--- config.mk ---
export PLATFORM = sky130hd
export DESIGN_NAME = fcd_host
export DESIGN_NICKNAME = d
export VERILOG_FILES = /design/src/rtl/fcd_pkg.sv /design/src/rtl/fcd_host.sv
export SDC_FILE = /design/constraint.sdc
export NUM_CORES = 1
export LEC_CHECK = 0
export BUFFER_PORTS_ARGS = -buffer_cell sky130_fd_sc_hd__clkbuf_2
export CELL_PAD_IN_SITES_DETAIL_PLACEMENT = 1
export CELL_PAD_IN_SITES_GLOBAL_PLACEMENT = 2
export CORE_UTILIZATION = 35
export CTS_CLUSTER_DIAMETER = 200
export DETAILED_ROUTE_END_ITERATION = 7
export MAX_ROUTING_LAYER = met4
export PLACE_DENSITY = 0.84
export SLEW_MARGIN = 0
export SYNTH_ARGS = -nofsm -noshare
export SYNTH_HDL_FRONTEND = slang
export SYNTH_SLANG_ARGS = --single-unit
export TNS_END_PERCENT = 10
--- constraint.sdc ---
create_clock -name clk -period 2.62 [get_ports clk]
set_input_delay 0.131 -clock clk [delete_from_list [all_inputs] [get_ports clk]]
set_output_delay 0.131 -clock clk [all_outputs]
set_load 0.05 [all_outputs]
--- src/rtl/fcd_pkg.sv ---
// Shared constants and types for the parallel flash command controller.
package fcd_pkg;

	////////////////////////////////////////////////////////////////////////
	// Clock and bus timing, in nanoseconds and in derived clock counts.
	localparam int CLK_NS   = 50;   // 20 MHz system clock period.
	localparam int T_WP_NS  = 70;   // Least write strobe low time.
	localparam int T_WPH_NS = 30;   // Least write strobe high time.
	localparam int T_AA_NS  = 115;  // Longest address to output delay.
	localparam int SYNC_CYC = 3;    // Depth of the data input synchroniser.
	localparam logic [2:0] WP_CYC  = 3'((T_WP_NS + CLK_NS - 1) / CLK_NS);
	localparam logic [2:0] WPH_CYC = 3'((T_WPH_NS + CLK_NS - 1) / CLK_NS);
	// One extra cycle covers the agreement stage after the synchroniser.
	localparam logic [2:0] RD_CYC  =
		3'((T_AA_NS + CLK_NS - 1) / CLK_NS + SYNC_CYC + 1);

	////////////////////////////////////////////////////////////////////////
	// Widths and bus-cycle command codes.
	localparam int ADDR_W = 24;     // Flash address width.
	localparam int DATA_W = 16;     // Flash data width.
	localparam logic [7:0] CMD_ARRAY   = 8'hFF;
	localparam logic [7:0] CMD_IDENT   = 8'h90;
	localparam logic [7:0] CMD_QUERY   = 8'h98;
	localparam logic [7:0] CMD_STATUS  = 8'h70;
	localparam logic [7:0] CMD_CLR     = 8'h50;
	localparam logic [7:0] CMD_BUF     = 8'hE8;
	localparam logic [7:0] CMD_PROG    = 8'h40;
	localparam logic [7:0] CMD_ERASE   = 8'h20;
	localparam logic [7:0] CMD_SUSPEND = 8'hB0;
	localparam logic [7:0] CMD_CONFIRM = 8'hD0;
	localparam logic [7:0] CMD_CONFIG  = 8'hB8;
	localparam logic [7:0] CMD_LOCK    = 8'h60;
	localparam logic [7:0] CMD_LOCKSET = 8'h01;
	localparam logic [7:0] CMD_PROTECT = 8'hC0;

	////////////////////////////////////////////////////////////////////////
	// Buffered program count limits and status bit positions.
	localparam logic [5:0] BUF_MAX_BYTE = 6'h1F;
	localparam logic [5:0] BUF_MAX_WORD = 6'h0F;
	localparam int READY_BIT = 7;   // Ready bit of status and buffer status.

	////////////////////////////////////////////////////////////////////////
	// User operations, read modes, step kinds and controller states.
	typedef enum logic [3:0] {
		OP_READ, OP_ARRAY, OP_IDENT, OP_QUERY, OP_STATUS, OP_CLR,
		OP_PROG, OP_BUF, OP_BUFW, OP_ERASE, OP_SUSPEND, OP_RESUME,
		OP_CONFIG, OP_LOCKSET, OP_LOCKCLR, OP_PROTECT
	} fcd_op_t;
	typedef enum logic [1:0] {
		MODE_ARRAY, MODE_IDENT, MODE_QUERY, MODE_STATUS
	} fcd_mode_t;
	typedef enum logic [1:0] {K_WR, K_RD, K_END} fcd_kind_t;
	typedef enum logic [2:0] {
		ST_IDLE, ST_NEXT, ST_WLOW, ST_WHIGH, ST_RLOW, ST_RHIGH
	} fcd_state_t;

endpackage

--- src/rtl/fcd_host.sv ---
// Host-side controller that issues flash command sequences on the pins.
//
// Contract
// - 90h write selects identifier reads.
// - 98h write selects query table reads.
// - 70h write makes next read return status.
// - 50h write clears the status register.
// - Buffer program: E8h then count, same block.
// - Check buffer status ready before continuing.
// - Count plus one data writes follow count.
// - D0h confirms buffer; anything else aborts.
// - 40h or 10h setup, then address and data.
// - Erase is 20h then D0h in block.
// - Configuration is B8h then configuration code.
// - 60h then 01h sets block lock.
// - 60h then D0h starts lock clearing.
// - C0h then address and data programs protection.
`timescale 1ns/1ps
`default_nettype none

module fcd_host (
	// Clock and reset.
	input  wire  logic                       clk,
	input  wire  logic                       rst_n,
	// User command port.
	input  wire  logic                       cmd_valid,
	input  wire  fcd_pkg::fcd_op_t           cmd_op,
	input  wire  logic [fcd_pkg::ADDR_W-1:0] cmd_addr,
	input  wire  logic [fcd_pkg::DATA_W-1:0] cmd_data,
	input  wire  logic                       byte_mode,
	output logic                             cmd_ready,
	output logic                             done,
	output logic                             err,
	output logic [fcd_pkg::DATA_W-1:0]       rd_data,
	output fcd_pkg::fcd_mode_t               read_mode,
	// Flash pins.
	output logic [fcd_pkg::ADDR_W-1:0]       f_addr,
	output logic [fcd_pkg::DATA_W-1:0]       f_dq_o,
	output logic                             f_dq_oe,
	input  wire  logic [fcd_pkg::DATA_W-1:0] f_dq_i,
	output logic                             f_ce_n,
	output logic                             f_oe_n,
	output logic                             f_we_n
);

	////////////////////////////////////////////////////////////////////////
	// Step decoding shared by the sequencer and the read mode register.

	// Kind of bus cycle an operation needs at a given step.
	function automatic fcd_pkg::fcd_kind_t step_kind(
		input fcd_pkg::fcd_op_t op, input logic [1:0] st, input logic last);
		step_kind = fcd_pkg::K_END;
		unique case (op)
			fcd_pkg::OP_READ: begin
				if (st == 2'd0) step_kind = fcd_pkg::K_RD;
			end
			fcd_pkg::OP_BUF: begin
				// The second step polls buffer availability.
				if (st == 2'd1) step_kind = fcd_pkg::K_RD;
				else if (st != 2'd3) step_kind = fcd_pkg::K_WR;
			end
			fcd_pkg::OP_BUFW: begin
				// The confirm follows only after the last data word.
				if (st == 2'd0 || (st == 2'd1 && last)) step_kind = fcd_pkg::K_WR;
			end
			fcd_pkg::OP_PROG, fcd_pkg::OP_ERASE, fcd_pkg::OP_CONFIG,
			fcd_pkg::OP_LOCKSET, fcd_pkg::OP_LOCKCLR, fcd_pkg::OP_PROTECT: begin
				if (st < 2'd2) step_kind = fcd_pkg::K_WR;
			end
			default: begin
				if (st == 2'd0) step_kind = fcd_pkg::K_WR;
			end
		endcase
	endfunction

	// Data driven on a write step; user data fills argument cycles.
	function automatic logic [15:0] step_data(
		input fcd_pkg::fcd_op_t op, input logic [1:0] st, input logic [15:0] d);
		logic [7:0] c;
		c = 8'h00;
		step_data = 16'h0000;
		unique case (op)
			fcd_pkg::OP_ARRAY: c = fcd_pkg::CMD_ARRAY;
			fcd_pkg::OP_IDENT: c = fcd_pkg::CMD_IDENT;
			fcd_pkg::OP_QUERY: c = fcd_pkg::CMD_QUERY;
			fcd_pkg::OP_STATUS: c = fcd_pkg::CMD_STATUS;
			fcd_pkg::OP_CLR: c = fcd_pkg::CMD_CLR;
			fcd_pkg::OP_SUSPEND: c = fcd_pkg::CMD_SUSPEND;
			fcd_pkg::OP_RESUME: c = fcd_pkg::CMD_CONFIRM;
			fcd_pkg::OP_BUF: c = (st == 2'd0) ? fcd_pkg::CMD_BUF : 8'h00;
			fcd_pkg::OP_BUFW: c = (st == 2'd1) ? fcd_pkg::CMD_CONFIRM : 8'h00;
			fcd_pkg::OP_PROG: c = (st == 2'd0) ? fcd_pkg::CMD_PROG : 8'h00;
			fcd_pkg::OP_ERASE: c = (st == 2'd0) ? fcd_pkg::CMD_ERASE
				: fcd_pkg::CMD_CONFIRM;
			fcd_pkg::OP_CONFIG: c = (st == 2'd0) ? fcd_pkg::CMD_CONFIG : 8'h00;
			fcd_pkg::OP_LOCKSET: c = (st == 2'd0) ? fcd_pkg::CMD_LOCK
				: fcd_pkg::CMD_LOCKSET;
			fcd_pkg::OP_LOCKCLR: c = (st == 2'd0) ? fcd_pkg::CMD_LOCK
				: fcd_pkg::CMD_CONFIRM;
			fcd_pkg::OP_PROTECT: c = (st == 2'd0) ? fcd_pkg::CMD_PROTECT : 8'h00;
			fcd_pkg::OP_READ: c = 8'h00;
		endcase
		step_data = {8'h00, c};
		// Argument cycles carry the user's word unchanged.
		if ((op == fcd_pkg::OP_BUFW && st == 2'd0) || (st == 2'd2 && op == fcd_pkg::OP_BUF)
			|| (st == 2'd1 && (op == fcd_pkg::OP_PROG || op == fcd_pkg::OP_CONFIG
			|| op == fcd_pkg::OP_PROTECT))) begin
			step_data = d;
		end
	endfunction

	////////////////////////////////////////////////////////////////////////
	// State and registered outputs.
	fcd_pkg::fcd_state_t          state_r;    // Sequencer state.
	fcd_pkg::fcd_op_t             op_r;       // Operation in progress.
	fcd_pkg::fcd_mode_t           mode_r;     // Read mode last selected.
	logic [1:0]                   step_r;     // Step within the sequence.
	logic [2:0]                   cnt_r;      // Strobe timing counter.
	logic [5:0]                   left_r;     // Buffer words still owed.
	logic [fcd_pkg::ADDR_W-1:0]   addr_r;     // Latched user address.
	logic [fcd_pkg::ADDR_W-1:0]   base_r;     // Block address of buffer.
	logic [fcd_pkg::DATA_W-1:0]   data_r;     // Latched user data.
	logic [fcd_pkg::DATA_W-1:0]   rd_r;       // Last captured read word.
	logic                         ready_r;    // Command port is free.
	logic                         done_r;     // Completion pulse.
	logic                         err_r;      // Refusal pulse.
	logic [fcd_pkg::ADDR_W-1:0]   f_addr_r;   // Address pins.
	logic [fcd_pkg::DATA_W-1:0]   f_dq_o_r;   // Data pins driven.
	logic                         f_dq_oe_r;  // Data pin enable.
	logic                         f_ce_n_r;   // Chip enable, low active.
	logic                         f_oe_n_r;   // Output enable, low active.
	logic                         f_we_n_r;   // Write strobe, low active.

	////////////////////////////////////////////////////////////////////////
	// Data input synchroniser; a bit changes once stages two and three agree.
	logic [fcd_pkg::DATA_W-1:0] s1_r;
	logic [fcd_pkg::DATA_W-1:0] s2_r;
	logic [fcd_pkg::DATA_W-1:0] s3_r;
	logic [fcd_pkg::DATA_W-1:0] acc_r;

	// The three stages shift the raw pins on every edge.
	always_ff @(posedge clk or negedge rst_n) begin
		if (!rst_n) begin
			s1_r <= 16'h0000;
			s2_r <= 16'h0000;
			s3_r <= 16'h0000;
		end else begin
			s1_r <= f_dq_i;
			s2_r <= s1_r;
			s3_r <= s2_r;
		end
	end

	// Each bit accepts a change only when the late stages agree.
	genvar gi;
	generate
		for (gi = 0; gi < fcd_pkg::DATA_W; gi++) begin : g_agree
			always_ff @(posedge clk or negedge rst_n) begin
				if (!rst_n) acc_r[gi] <= 1'b0;
				else if (s2_r[gi] == s3_r[gi]) acc_r[gi] <= s3_r[gi];
			end
		end
	endgenerate

	////////////////////////////////////////////////////////////////////////
	// Decoding of the current step.
	wire fcd_pkg::fcd_kind_t kind_w  = step_kind(op_r, step_r, left_r == 6'h00);
	wire logic [15:0]        wdat_w  = step_data(op_r, step_r, data_r);
	// The confirm of a buffer goes to the block that the setup named.
	wire logic [23:0]        wadr_w  = (op_r == fcd_pkg::OP_BUFW) && (step_r == 2'd1)
		? base_r : addr_r;
	wire logic [5:0]         cmax_w  = byte_mode ? fcd_pkg::BUF_MAX_BYTE
		: fcd_pkg::BUF_MAX_WORD;
	// counts outside the mode's range are refused.
	wire logic               bad_cnt = (cmd_data[15:6] != 10'h000) || (cmd_data[5:0] > cmax_w);
	wire logic               refuse  = (cmd_op == fcd_pkg::OP_BUFW && left_r == 6'h00)
		|| (cmd_op == fcd_pkg::OP_BUF && bad_cnt);
	wire logic               wp_end  = cnt_r == fcd_pkg::WP_CYC - 3'd1;
	wire logic               wph_end = cnt_r == fcd_pkg::WPH_CYC - 3'd1;
	wire logic               rd_end  = cnt_r == fcd_pkg::RD_CYC - 3'd1;
	// a busy status word carries only bit 7, so the rest is hidden.
	wire logic               busy_w  = (mode_r == fcd_pkg::MODE_STATUS)
		&& (op_r == fcd_pkg::OP_READ) && !acc_r[fcd_pkg::READY_BIT];
	wire logic [15:0]        rmask_w = busy_w ? 16'h0000 : acc_r;
	// the buffer is polled again until its ready bit is set.
	wire logic               retry_w = (op_r == fcd_pkg::OP_BUF)
		&& !rd_r[fcd_pkg::READY_BIT];
	wire logic [1:0]         step_w  = retry_w ? 2'd0 : step_r + 2'd1;

	////////////////////////////////////////////////////////////////////////
	// Sequencer: one bus cycle per step, strobes timed by the counter.
	always_ff @(posedge clk or negedge rst_n) begin
		if (!rst_n) begin
			state_r <= fcd_pkg::ST_IDLE;
			op_r <= fcd_pkg::OP_READ;
			step_r <= 2'd0;
			cnt_r <= 3'd0;
			addr_r <= 24'h000000;
			data_r <= 16'h0000;
			rd_r <= 16'h0000;
			ready_r <= 1'b0;
			done_r <= 1'b0;
			err_r <= 1'b0;
			f_addr_r <= 24'h000000;
			f_dq_o_r <= 16'h0000;
			f_dq_oe_r <= 1'b0;
			f_ce_n_r <= 1'b1;
			f_oe_n_r <= 1'b1;
			f_we_n_r <= 1'b1;
		end else begin
			done_r <= 1'b0;
			err_r <= 1'b0;
			cnt_r <= cnt_r + 3'd1;
			unique case (state_r)
				fcd_pkg::ST_IDLE: begin
					ready_r <= 1'b1;
					// Refused commands never touch the pins.
					if (cmd_valid && ready_r && refuse) begin
						err_r <= 1'b1;
						done_r <= 1'b1;
					end else if (cmd_valid && ready_r) begin
						ready_r <= 1'b0;
						op_r <= cmd_op;
						addr_r <= cmd_addr;
						data_r <= cmd_data;
						step_r <= 2'd0;
						state_r <= fcd_pkg::ST_NEXT;
					end
				end
				fcd_pkg::ST_NEXT: begin
					cnt_r <= 3'd0;
					f_addr_r <= wadr_w;
					unique case (kind_w)
						fcd_pkg::K_WR: begin
							// Address and data go out with the strobe edge.
							f_dq_o_r <= wdat_w;
							f_dq_oe_r <= 1'b1;
							f_ce_n_r <= 1'b0;
							f_we_n_r <= 1'b0;
							state_r <= fcd_pkg::ST_WLOW;
						end
						fcd_pkg::K_RD: begin
							f_ce_n_r <= 1'b0;
							f_oe_n_r <= 1'b0;
							state_r <= fcd_pkg::ST_RLOW;
						end
						fcd_pkg::K_END: begin
							done_r <= 1'b1;
							ready_r <= 1'b1;
							state_r <= fcd_pkg::ST_IDLE;
						end
					endcase
				end
				fcd_pkg::ST_WLOW: begin
					// The device latches address and data on this rising edge.
					if (wp_end) begin
						f_we_n_r <= 1'b1;
						cnt_r <= 3'd0;
						state_r <= fcd_pkg::ST_WHIGH;
					end
				end
				fcd_pkg::ST_WHIGH: begin
					// Strobe high time also covers recovery before a read.
					if (wph_end) begin
						f_dq_oe_r <= 1'b0;
						f_ce_n_r <= 1'b1;
						step_r <= step_r + 2'd1;
						state_r <= fcd_pkg::ST_NEXT;
					end
				end
				fcd_pkg::ST_RLOW: begin
					// The wait spans access time plus the synchroniser.
					if (rd_end) begin
						rd_r <= rmask_w;
						f_ce_n_r <= 1'b1;
						f_oe_n_r <= 1'b1;
						state_r <= fcd_pkg::ST_RHIGH;
					end
				end
				fcd_pkg::ST_RHIGH: begin
					// One cycle lets the device release the data pins.
					step_r <= step_w;
					state_r <= fcd_pkg::ST_NEXT;
				end
			endcase
		end
	end

	////////////////////////////////////////////////////////////////////////
	// Buffer bookkeeping: owed words, block address, abort on other work.
	wire logic wr_done = (state_r == fcd_pkg::ST_WHIGH) && wph_end;
	wire logic start_w = (state_r == fcd_pkg::ST_IDLE) && cmd_valid && ready_r && !refuse;
	always_ff @(posedge clk or negedge rst_n) begin
		if (!rst_n) begin
			left_r <= 6'h00;
			base_r <= 24'h000000;
		end else if (start_w && cmd_op != fcd_pkg::OP_BUFW && cmd_op != fcd_pkg::OP_READ) begin
			// any other command except a read aborts the buffer.
			left_r <= 6'h00;
			if (cmd_op == fcd_pkg::OP_BUF) base_r <= cmd_addr;
		end else if (wr_done && op_r == fcd_pkg::OP_BUF && step_r == 2'd2) begin
			// count plus one data words are owed.
			left_r <= data_r[5:0] + 6'd1;
		end else if (wr_done && op_r == fcd_pkg::OP_BUFW && step_r == 2'd0) begin
			left_r <= left_r - 6'd1;
		end
	end

	// Read mode follows mode-select commands once they complete.
	always_ff @(posedge clk or negedge rst_n) begin
		if (!rst_n) mode_r <= fcd_pkg::MODE_ARRAY;
		else if (state_r == fcd_pkg::ST_NEXT && kind_w == fcd_pkg::K_END) begin
			if (op_r == fcd_pkg::OP_ARRAY) mode_r <= fcd_pkg::MODE_ARRAY;
			if (op_r == fcd_pkg::OP_IDENT) mode_r <= fcd_pkg::MODE_IDENT;
			if (op_r == fcd_pkg::OP_QUERY) mode_r <= fcd_pkg::MODE_QUERY;
			if (op_r == fcd_pkg::OP_STATUS) mode_r <= fcd_pkg::MODE_STATUS;
		end
	end

	////////////////////////////////////////////////////////////////////////
	// Output wiring, all straight from flip-flops.
	assign cmd_ready = ready_r;
	assign done      = done_r;
	assign err       = err_r;
	assign rd_data   = rd_r;
	assign read_mode = mode_r;
	assign f_addr    = f_addr_r;
	assign f_dq_o    = f_dq_o_r;
	assign f_dq_oe   = f_dq_oe_r;
	assign f_ce_n    = f_ce_n_r;
	assign f_oe_n    = f_oe_n_r;
	assign f_we_n    = f_we_n_r;

	wire logic wlow = state_r == fcd_pkg::ST_WLOW;
endmodule

`default_nettype wire

==> results.cfg, run 1 <==
[outcome]
status = finished, final reports clean

[timing]
period_share_pct = 93.6
fmax_mhz = 408
finalSetupViolCount = 0
setup-tns-final_ns = 0
final.min_clock_period_ns = 2.45
grt_setup_unrepaired = no
tightest_slew_ns = 0.899
slew_headroom_pct = 39.6
hold_viol = 0
skew_ns = 0.0190
slew_violations = 0

[synth]
yosys_warnings = 0
ys_types = 68
synth-main-ff-cell = dfrtp_1
mappedNetlistNets = 750
ys_ff_latch = 211
syn_inst = 671
seq_area_frac_synth_pct = 61.1
syn_area_um2 = 8640
synth-edff-count = 0
postSynthAreaPerCell_um2 = 12.9
synthArstFlopShare_pct = 100

[final_layout]
nNetsFinal = 966
fillerInstances = 2593
diodes = 0
syn_to_final_growth_pct = 31.6
layout_commonest_cell = dfrtp_1
drive_gt1_share_pct = 32.5
final_cell_mix = 208 x dfrtp_1, 127 x clkbuf_2, 62 x dlygate4sd3_1

[power]
ir_drop_v = 0.000697
power_mw = 13.9
p_leak_nw = 5.40
p_per_area_nw_per_um2 = 1220

[clock_network]
cts_tree = built
clock-sinks = 211
cts_root_buf = clkbuf_16
htree_levels = 1
clk_latency_ns = 0.52
clk_path_buf_depth = 3
cts_made_buffers = 24
path_clk_slew_ns = 0.06

[setup_path]
crit_path_top_delay_cell = dfrtp_1
worstPathRequired_ns = 3.01
critPathTopFamily = simple AND/OR/NAND/NOR gates
critical_path_buf_inv_count = 2
crit_chain = or3_4 -> nor3b_2 -> a21oi_1 -> nor2_1 -> o311a_1 -> ha_2 -> nand2_1 -> buf_6 -> buf_4 -> a22o_1
crit_path_end_kind = flop
cp_max_fo = 15
startpoint_type = flop
cpPeakStageDelay_ns = 0.41
critical_path_class = reg -> reg
worstPathArrival_ns = 2.84

[global_routing]
antenna_found_initial = 0
overflow = 0
grt_pass1_vias = 6708
gr-usage-all-layers_pct = 18.7
grt_pass1_wl_um = 36900
grt_max_degree = 99

[floorplanning]
start_util_pct = 35.6
row_count = 57
boundaryPins = 129
die_y_um = 159
die_area_um2 = 25300
core_um2 = 24200
die_w_um = 159

[detailed_routing]
routed_wirelength_um = 22300
via_per_inst = 5.00
wire_per_inst_um = 18.1
vias = 6143
wl_met3_um = 829
routed-wl-met2_um = 11400
first_iter_violations = 327
ant_nets = 0
firstDrtPassIters = 4
highest_layer = met4
wl_met1_um = 9690
drcViolationCount = 0

[place]
dp_hpwl_um = 14400
io_buffers = 128
gp_congestion = 0.825

[hold_path]
hold_path.class = in -> async

[flow_run]
maxCapViolations = 0
==> where the power goes <==
part | internal [mW] | switching [mW] | total [mW] | leakage [nW]
combinational | 1.92 | 3.36 | 5.27 | 2.42
sequential | 4.24 | 0.746 | 4.99 | 2.56
clock | 2.21 | 1.38 | 3.59 | 0.422
total | 8.38 | 5.48 | 13.9 | 5.40
==> timing repair <==
action                     4_1_cts  5_1_grt
hold buffers                    62        0
setup buffers                    0        1
setup endpoints to repair        0       12
resized for setup                0        5
hold endpoints to repair       198        0
==> synth_stat cells, types with 2 or more instances <==
cell | instances | share of area (%)
a211oi_1 | 4 | 0.35
a21oi_1 | 43 | 2.5
a221oi_1 | 2 | 0.20
a22o_1 | 24 | 2.4
a22oi_1 | 4 | 0.35
a311oi_1 | 3 | 0.30
a31oi_1 | 6 | 0.43
and2_1 | 2 | 0.14
and3_1 | 5 | 0.36
buf_2 | 11 | 0.64
buf_6 | 3 | 0.39
clkbuf_1 | 20 | 0.87
dfrtp_1 | 208 | 60
dfstp_2 | 3 | 0.91
ha_1 | 15 | 2.2
inv_1 | 17 | 0.74
maj3_1 | 16 | 1.9
mux2_2 | 50 | 6.5
mux2_4 | 20 | 3.5
mux2i_1 | 27 | 3.1
nand2_1 | 32 | 1.4
nand2b_1 | 2 | 0.14
nand3_1 | 11 | 0.64
nand4_1 | 3 | 0.22
nor2_1 | 46 | 2.0
nor2b_1 | 9 | 0.65
nor3_1 | 10 | 0.58
nor4_1 | 6 | 0.43
o211ai_1 | 2 | 0.17
o21ai_0 | 20 | 1.2
o221ai_1 | 2 | 0.20
o22ai_1 | 3 | 0.22
or3_1 | 3 | 0.22
xnor2_1 | 2 | 0.20
xor2_1 | 4 | 0.41
==> final timing paths <==
path,start,to,slack [ns],depth (start not counted)
max in group asynchronous,rst_n,addr_r[18]$_DFFE_PN0P_,1.63,3
min in group clk,f_dq_i[11],s1_r[11]$_DFF_PN0_,0.26,2
worst min-delay path,rst_n,cnt_r[2]$_DFF_PN0_,0.12,2
worst max register to register,left_r[2]$_DFFE_PN0P_,f_dq_o[13]$_DFFE_PN0P_,0.17,10
worst max-delay path,left_r[2]$_DFFE_PN0P_,f_dq_o[13]$_DFFE_PN0P_,0.17,10
worst min register to register,s1_r[10]$_DFF_PN0_,s2_r[10]$_DFF_PN0_,0.35,0
==> metrics by stage <==
step	setup slack, ns	util [%]	hold slack [ns]	area (um^2)	std cells
6_report	0.168	46.9	0.121	11400	1229
3_5_place_dp	0.0812	40.7	0.0704	9860	1122
5_1_grt	0.0114	46.9	0.142	11400	1229
3_3_place_gp	0.102	40.7	0.0688	9860	1122
4_1_cts	0.0628	46.8	0.119	11300	1228
2_1_floorplan	0.185	-	-0.165	8640	671
==> per-layer routing <==
metal	up-vias	GRT usage (%)
met4	0	3.89
met5	-	-
met3	31	2.84
met1	3170	23.3
met2	110	32.3
li1	2832	-
==> kinds of logic after synthesis <==
family | count (synthesis) | synth area share, %
multiplexers | 97 | 13.1
buffers and inverters | 52 | 2.68
adder cells (fa/ha/maj) | 31 | 4.02
flip-flops | 211 | 61.1
AND/OR/NAND/NOR | 143 | 8.27
AO/OA/AOI/OAI | 131 | 10.2
XOR/XNOR | 6 | 0.608
==> area by class of cell <==
class | instances | area (um^2) | share of cell area [%]
flip-flops and latches | 211 | 5280 | 46.4
multi-input cells | 408 | 3170 | 27.8
repair buffers | 224 | 1590 | 14.0
clock buffers | 33 | 716 | 6.29
well taps | 324 | 405 | 3.56
clock inverters | 11 | 145 | 1.28
inverters | 18 | 67.6 | 0.594
==> sequential cells by signal (all words and copies together) (netlist names), 2 cells and up <==
signal,count
acc_r,16
state_r,3
base_r,24
s3_r,16
s1_r,16
addr_r,24
f_dq_o,16
op_r,4
f_addr,24
cnt_r,3
data_r,16
read_mode,2
step_r,2
left_r,6
rd_data,16
s2_r,16
(Power assumes the default switching activity.)
==> inputs of run 2 (changes only) <==
--- a/config.mk
+++ b/config.mk
@@ -13,6 +13,7 @@
 export DETAILED_ROUTE_END_ITERATION = 7
 export MAX_ROUTING_LAYER = met4
 export PLACE_DENSITY = 0.84
+export RECOVER_POWER = 50
 export SLEW_MARGIN = 0
 export SYNTH_ARGS = -nofsm -noshare
 export SYNTH_HDL_FRONTEND = slang
==> results.cfg, run 2 (synthesis results as in run 1) <==
[clock_network]
htree_levels = 1
cts_root_buf = clkbuf_16
cts_made_buffers = 24
clk_latency_ns = 0.52
clk_path_buf_depth = 3
path_clk_slew_ns = 0.06
clock-sinks = 211
cts_tree = built

[setup_path]
reg2reg_from = left_r[2]$_DFFE_PN0P_
worstPathRequired_ns = 3.01
crit_chain = or3_4 -> nor3b_2 -> a21oi_1 -> nor2_1 -> o311a_1 -> ha_2 -> nand2_1 -> buf_6 -> buf_4 -> a22o_1
worstPathArrival_ns = 2.84
cp_max_fo = 15
reg2regPathDepth = 10
startpoint_type = flop
crit_path_top_delay_cell = dfrtp_1
critical_path_class = reg -> reg
crit_path_end_kind = flop
r2r_slack_ns = 0.16
cpPeakStageDelay_ns = 0.41
r2r-end = f_dq_o[13]$_DFFE_PN0P_

[global_routing]
overflow = 0
gr-usage-all-layers_pct = 18.7
grt_max_degree = 99
antenna_found_initial = 0
grt_pass1_vias = 6708
grt_pass1_wl_um = 36900

[hold_path]
whs_path_depth = 2
min_from = f_dq_i[11]
hold_end = s1_r[11]$_DFF_PN0_
hold_path.class = in -> reg

[timing]
tightest_slew_ns = 1.26
slew_headroom_pct = 16.1
fmax_mhz = 407
setup_slack_ns = 0.165
grt_setup_unrepaired = no
skew_ns = 0.0199
hold_viol = 0
setup-tns-final_ns = 0
finalSetupViolCount = 0
slew_violations = 0
final.min_clock_period_ns = 2.46
period_share_pct = 93.7

[power]
p_per_area_nw_per_um2 = 1220
ir_drop_v = 0.000696
p_leak_nw = 5.38

[detailed_routing]
first_iter_violations = 263
firstDrtPassIters = 4
wire_per_inst_um = 18.1
drcViolationCount = 0
routed_wirelength_um = 22300
vias = 6136
via_per_inst = 4.99
ant_nets = 0

[floorplanning]
boundaryPins = 129
start_util_pct = 35.6
die_y_um = 159
row_count = 57
die_w_um = 159
die_area_um2 = 25300
core_um2 = 24200

[place]
gp_congestion = 0.825
io_buffers = 128
dp_hpwl_um = 14400
dp_slack_ns = 0.0812

[final_layout]
fillerInstances = 2597
nNetsFinal = 966
diodes = 0
final_cell_mix = 208 x dfrtp_1, 127 x clkbuf_2, 62 x dlygate4sd3_1
layout_commonest_cell = dfrtp_1
drive_gt1_share_pct = 32.4
syn_to_final_growth_pct = 31.2

[outcome]
status = finished, final reports clean

[flow_run]
maxCapViolations = 0
[run 2: changes by cell type in the layout (fill, tap and decap cells not counted), sizes merged]
cell    change
buf         -2
clkbuf      +2
[run 2: repair_timing]
| item | CTS | global route |
|---|---|---|
| setup buffers | 0 | 1 |
| endpoints found under the hold margin | 198 | 0 |
| hold buffers | 62 | 0 |
| resized for setup | 0 | 5 |
| setup endpoints to repair | 0 | 12 |
[run 2: worst max-delay path by stage]
stage / end / depth (start not counted) / start / slack [ns]
finish: f_dq_o[13]$_DFFE_PN0P_ / 10 / left_r[2]$_DFFE_PN0P_ / 0.16
global route: f_dq_o[13]$_DFFE_PN0P_ / 10 / left_r[2]$_DFFE_PN0P_ / 0.01
CTS: f_dq_o[8]$_DFFE_PN0P_ / 10 / left_r[2]$_DFFE_PN0P_ / 0.06
detailed placement: f_dq_o[8]$_DFFE_PN0P_ / 10 / left_r[2]$_DFFE_PN0P_ / 0.08
global placement: f_dq_o[4]$_DFFE_PN0P_ / 10 / left_r[2]$_DFFE_PN0P_ / 0.10
floorplan: f_dq_o[4]$_DFFE_PN0P_ / 11 / step_r[0]$_DFFE_PN0P_ / 0.18
[run 2: critical path: cells and delay by family, from the launching register on]
family                     cells  cell delay [ns]
adders and majority gates      1             0.20
AOI/OAI and AO/OA              3             0.51
DFF                            1             0.41
and+or+nand+nor                4             0.85
buffers and inverters          2             0.36
[run 2: metal layers]
layer | GRT usage, % | wire length [um]
met5 | - | 0
met4 | 3.89 | 306
met3 | 2.84 | 793
met2 | 32.3 | 11400
met1 | 23.3 | 9710
[run 2: power breakdown]
part | internal (mW) | switching [mW] | leakage [nW]
combinational | 1.91 | 3.35 | 2.40
clock | 2.21 | 1.37 | 0.422
sequential | 4.24 | 0.747 | 2.56
total | 8.37 | 5.47 | 5.38
[run 2: stage by stage]
stage          hold WS (ns)  area [um^2]  cells  util (%)  total power, mW
6_report              0.263        11300   1229      46.8             13.8
3_5_place_dp         0.0704         9860   1122      40.7             10.2
5_1_grt               0.231        11300   1229      46.8             14.7
2_1_floorplan        -0.165         8640    671         -             8.60
3_3_place_gp         0.0688         9860   1122      40.7             10.0
4_1_cts               0.119        11300   1228      46.8             13.9
[run 2: area by class of cell]
class / instances / area [um^2] / area share (%)
Sequential cell: 211 / 5280 / 46.6
Clock inverter: 11 / 145 / 1.28
Clock buffer: 33 / 716 / 6.31
Multi-Input combinational cell: 408 / 3170 / 27.9
Timing Repair Buffer: 224 / 1560 / 13.8
Tap cell: 324 / 405 / 3.57
Inverter: 18 / 67.6 / 0.596
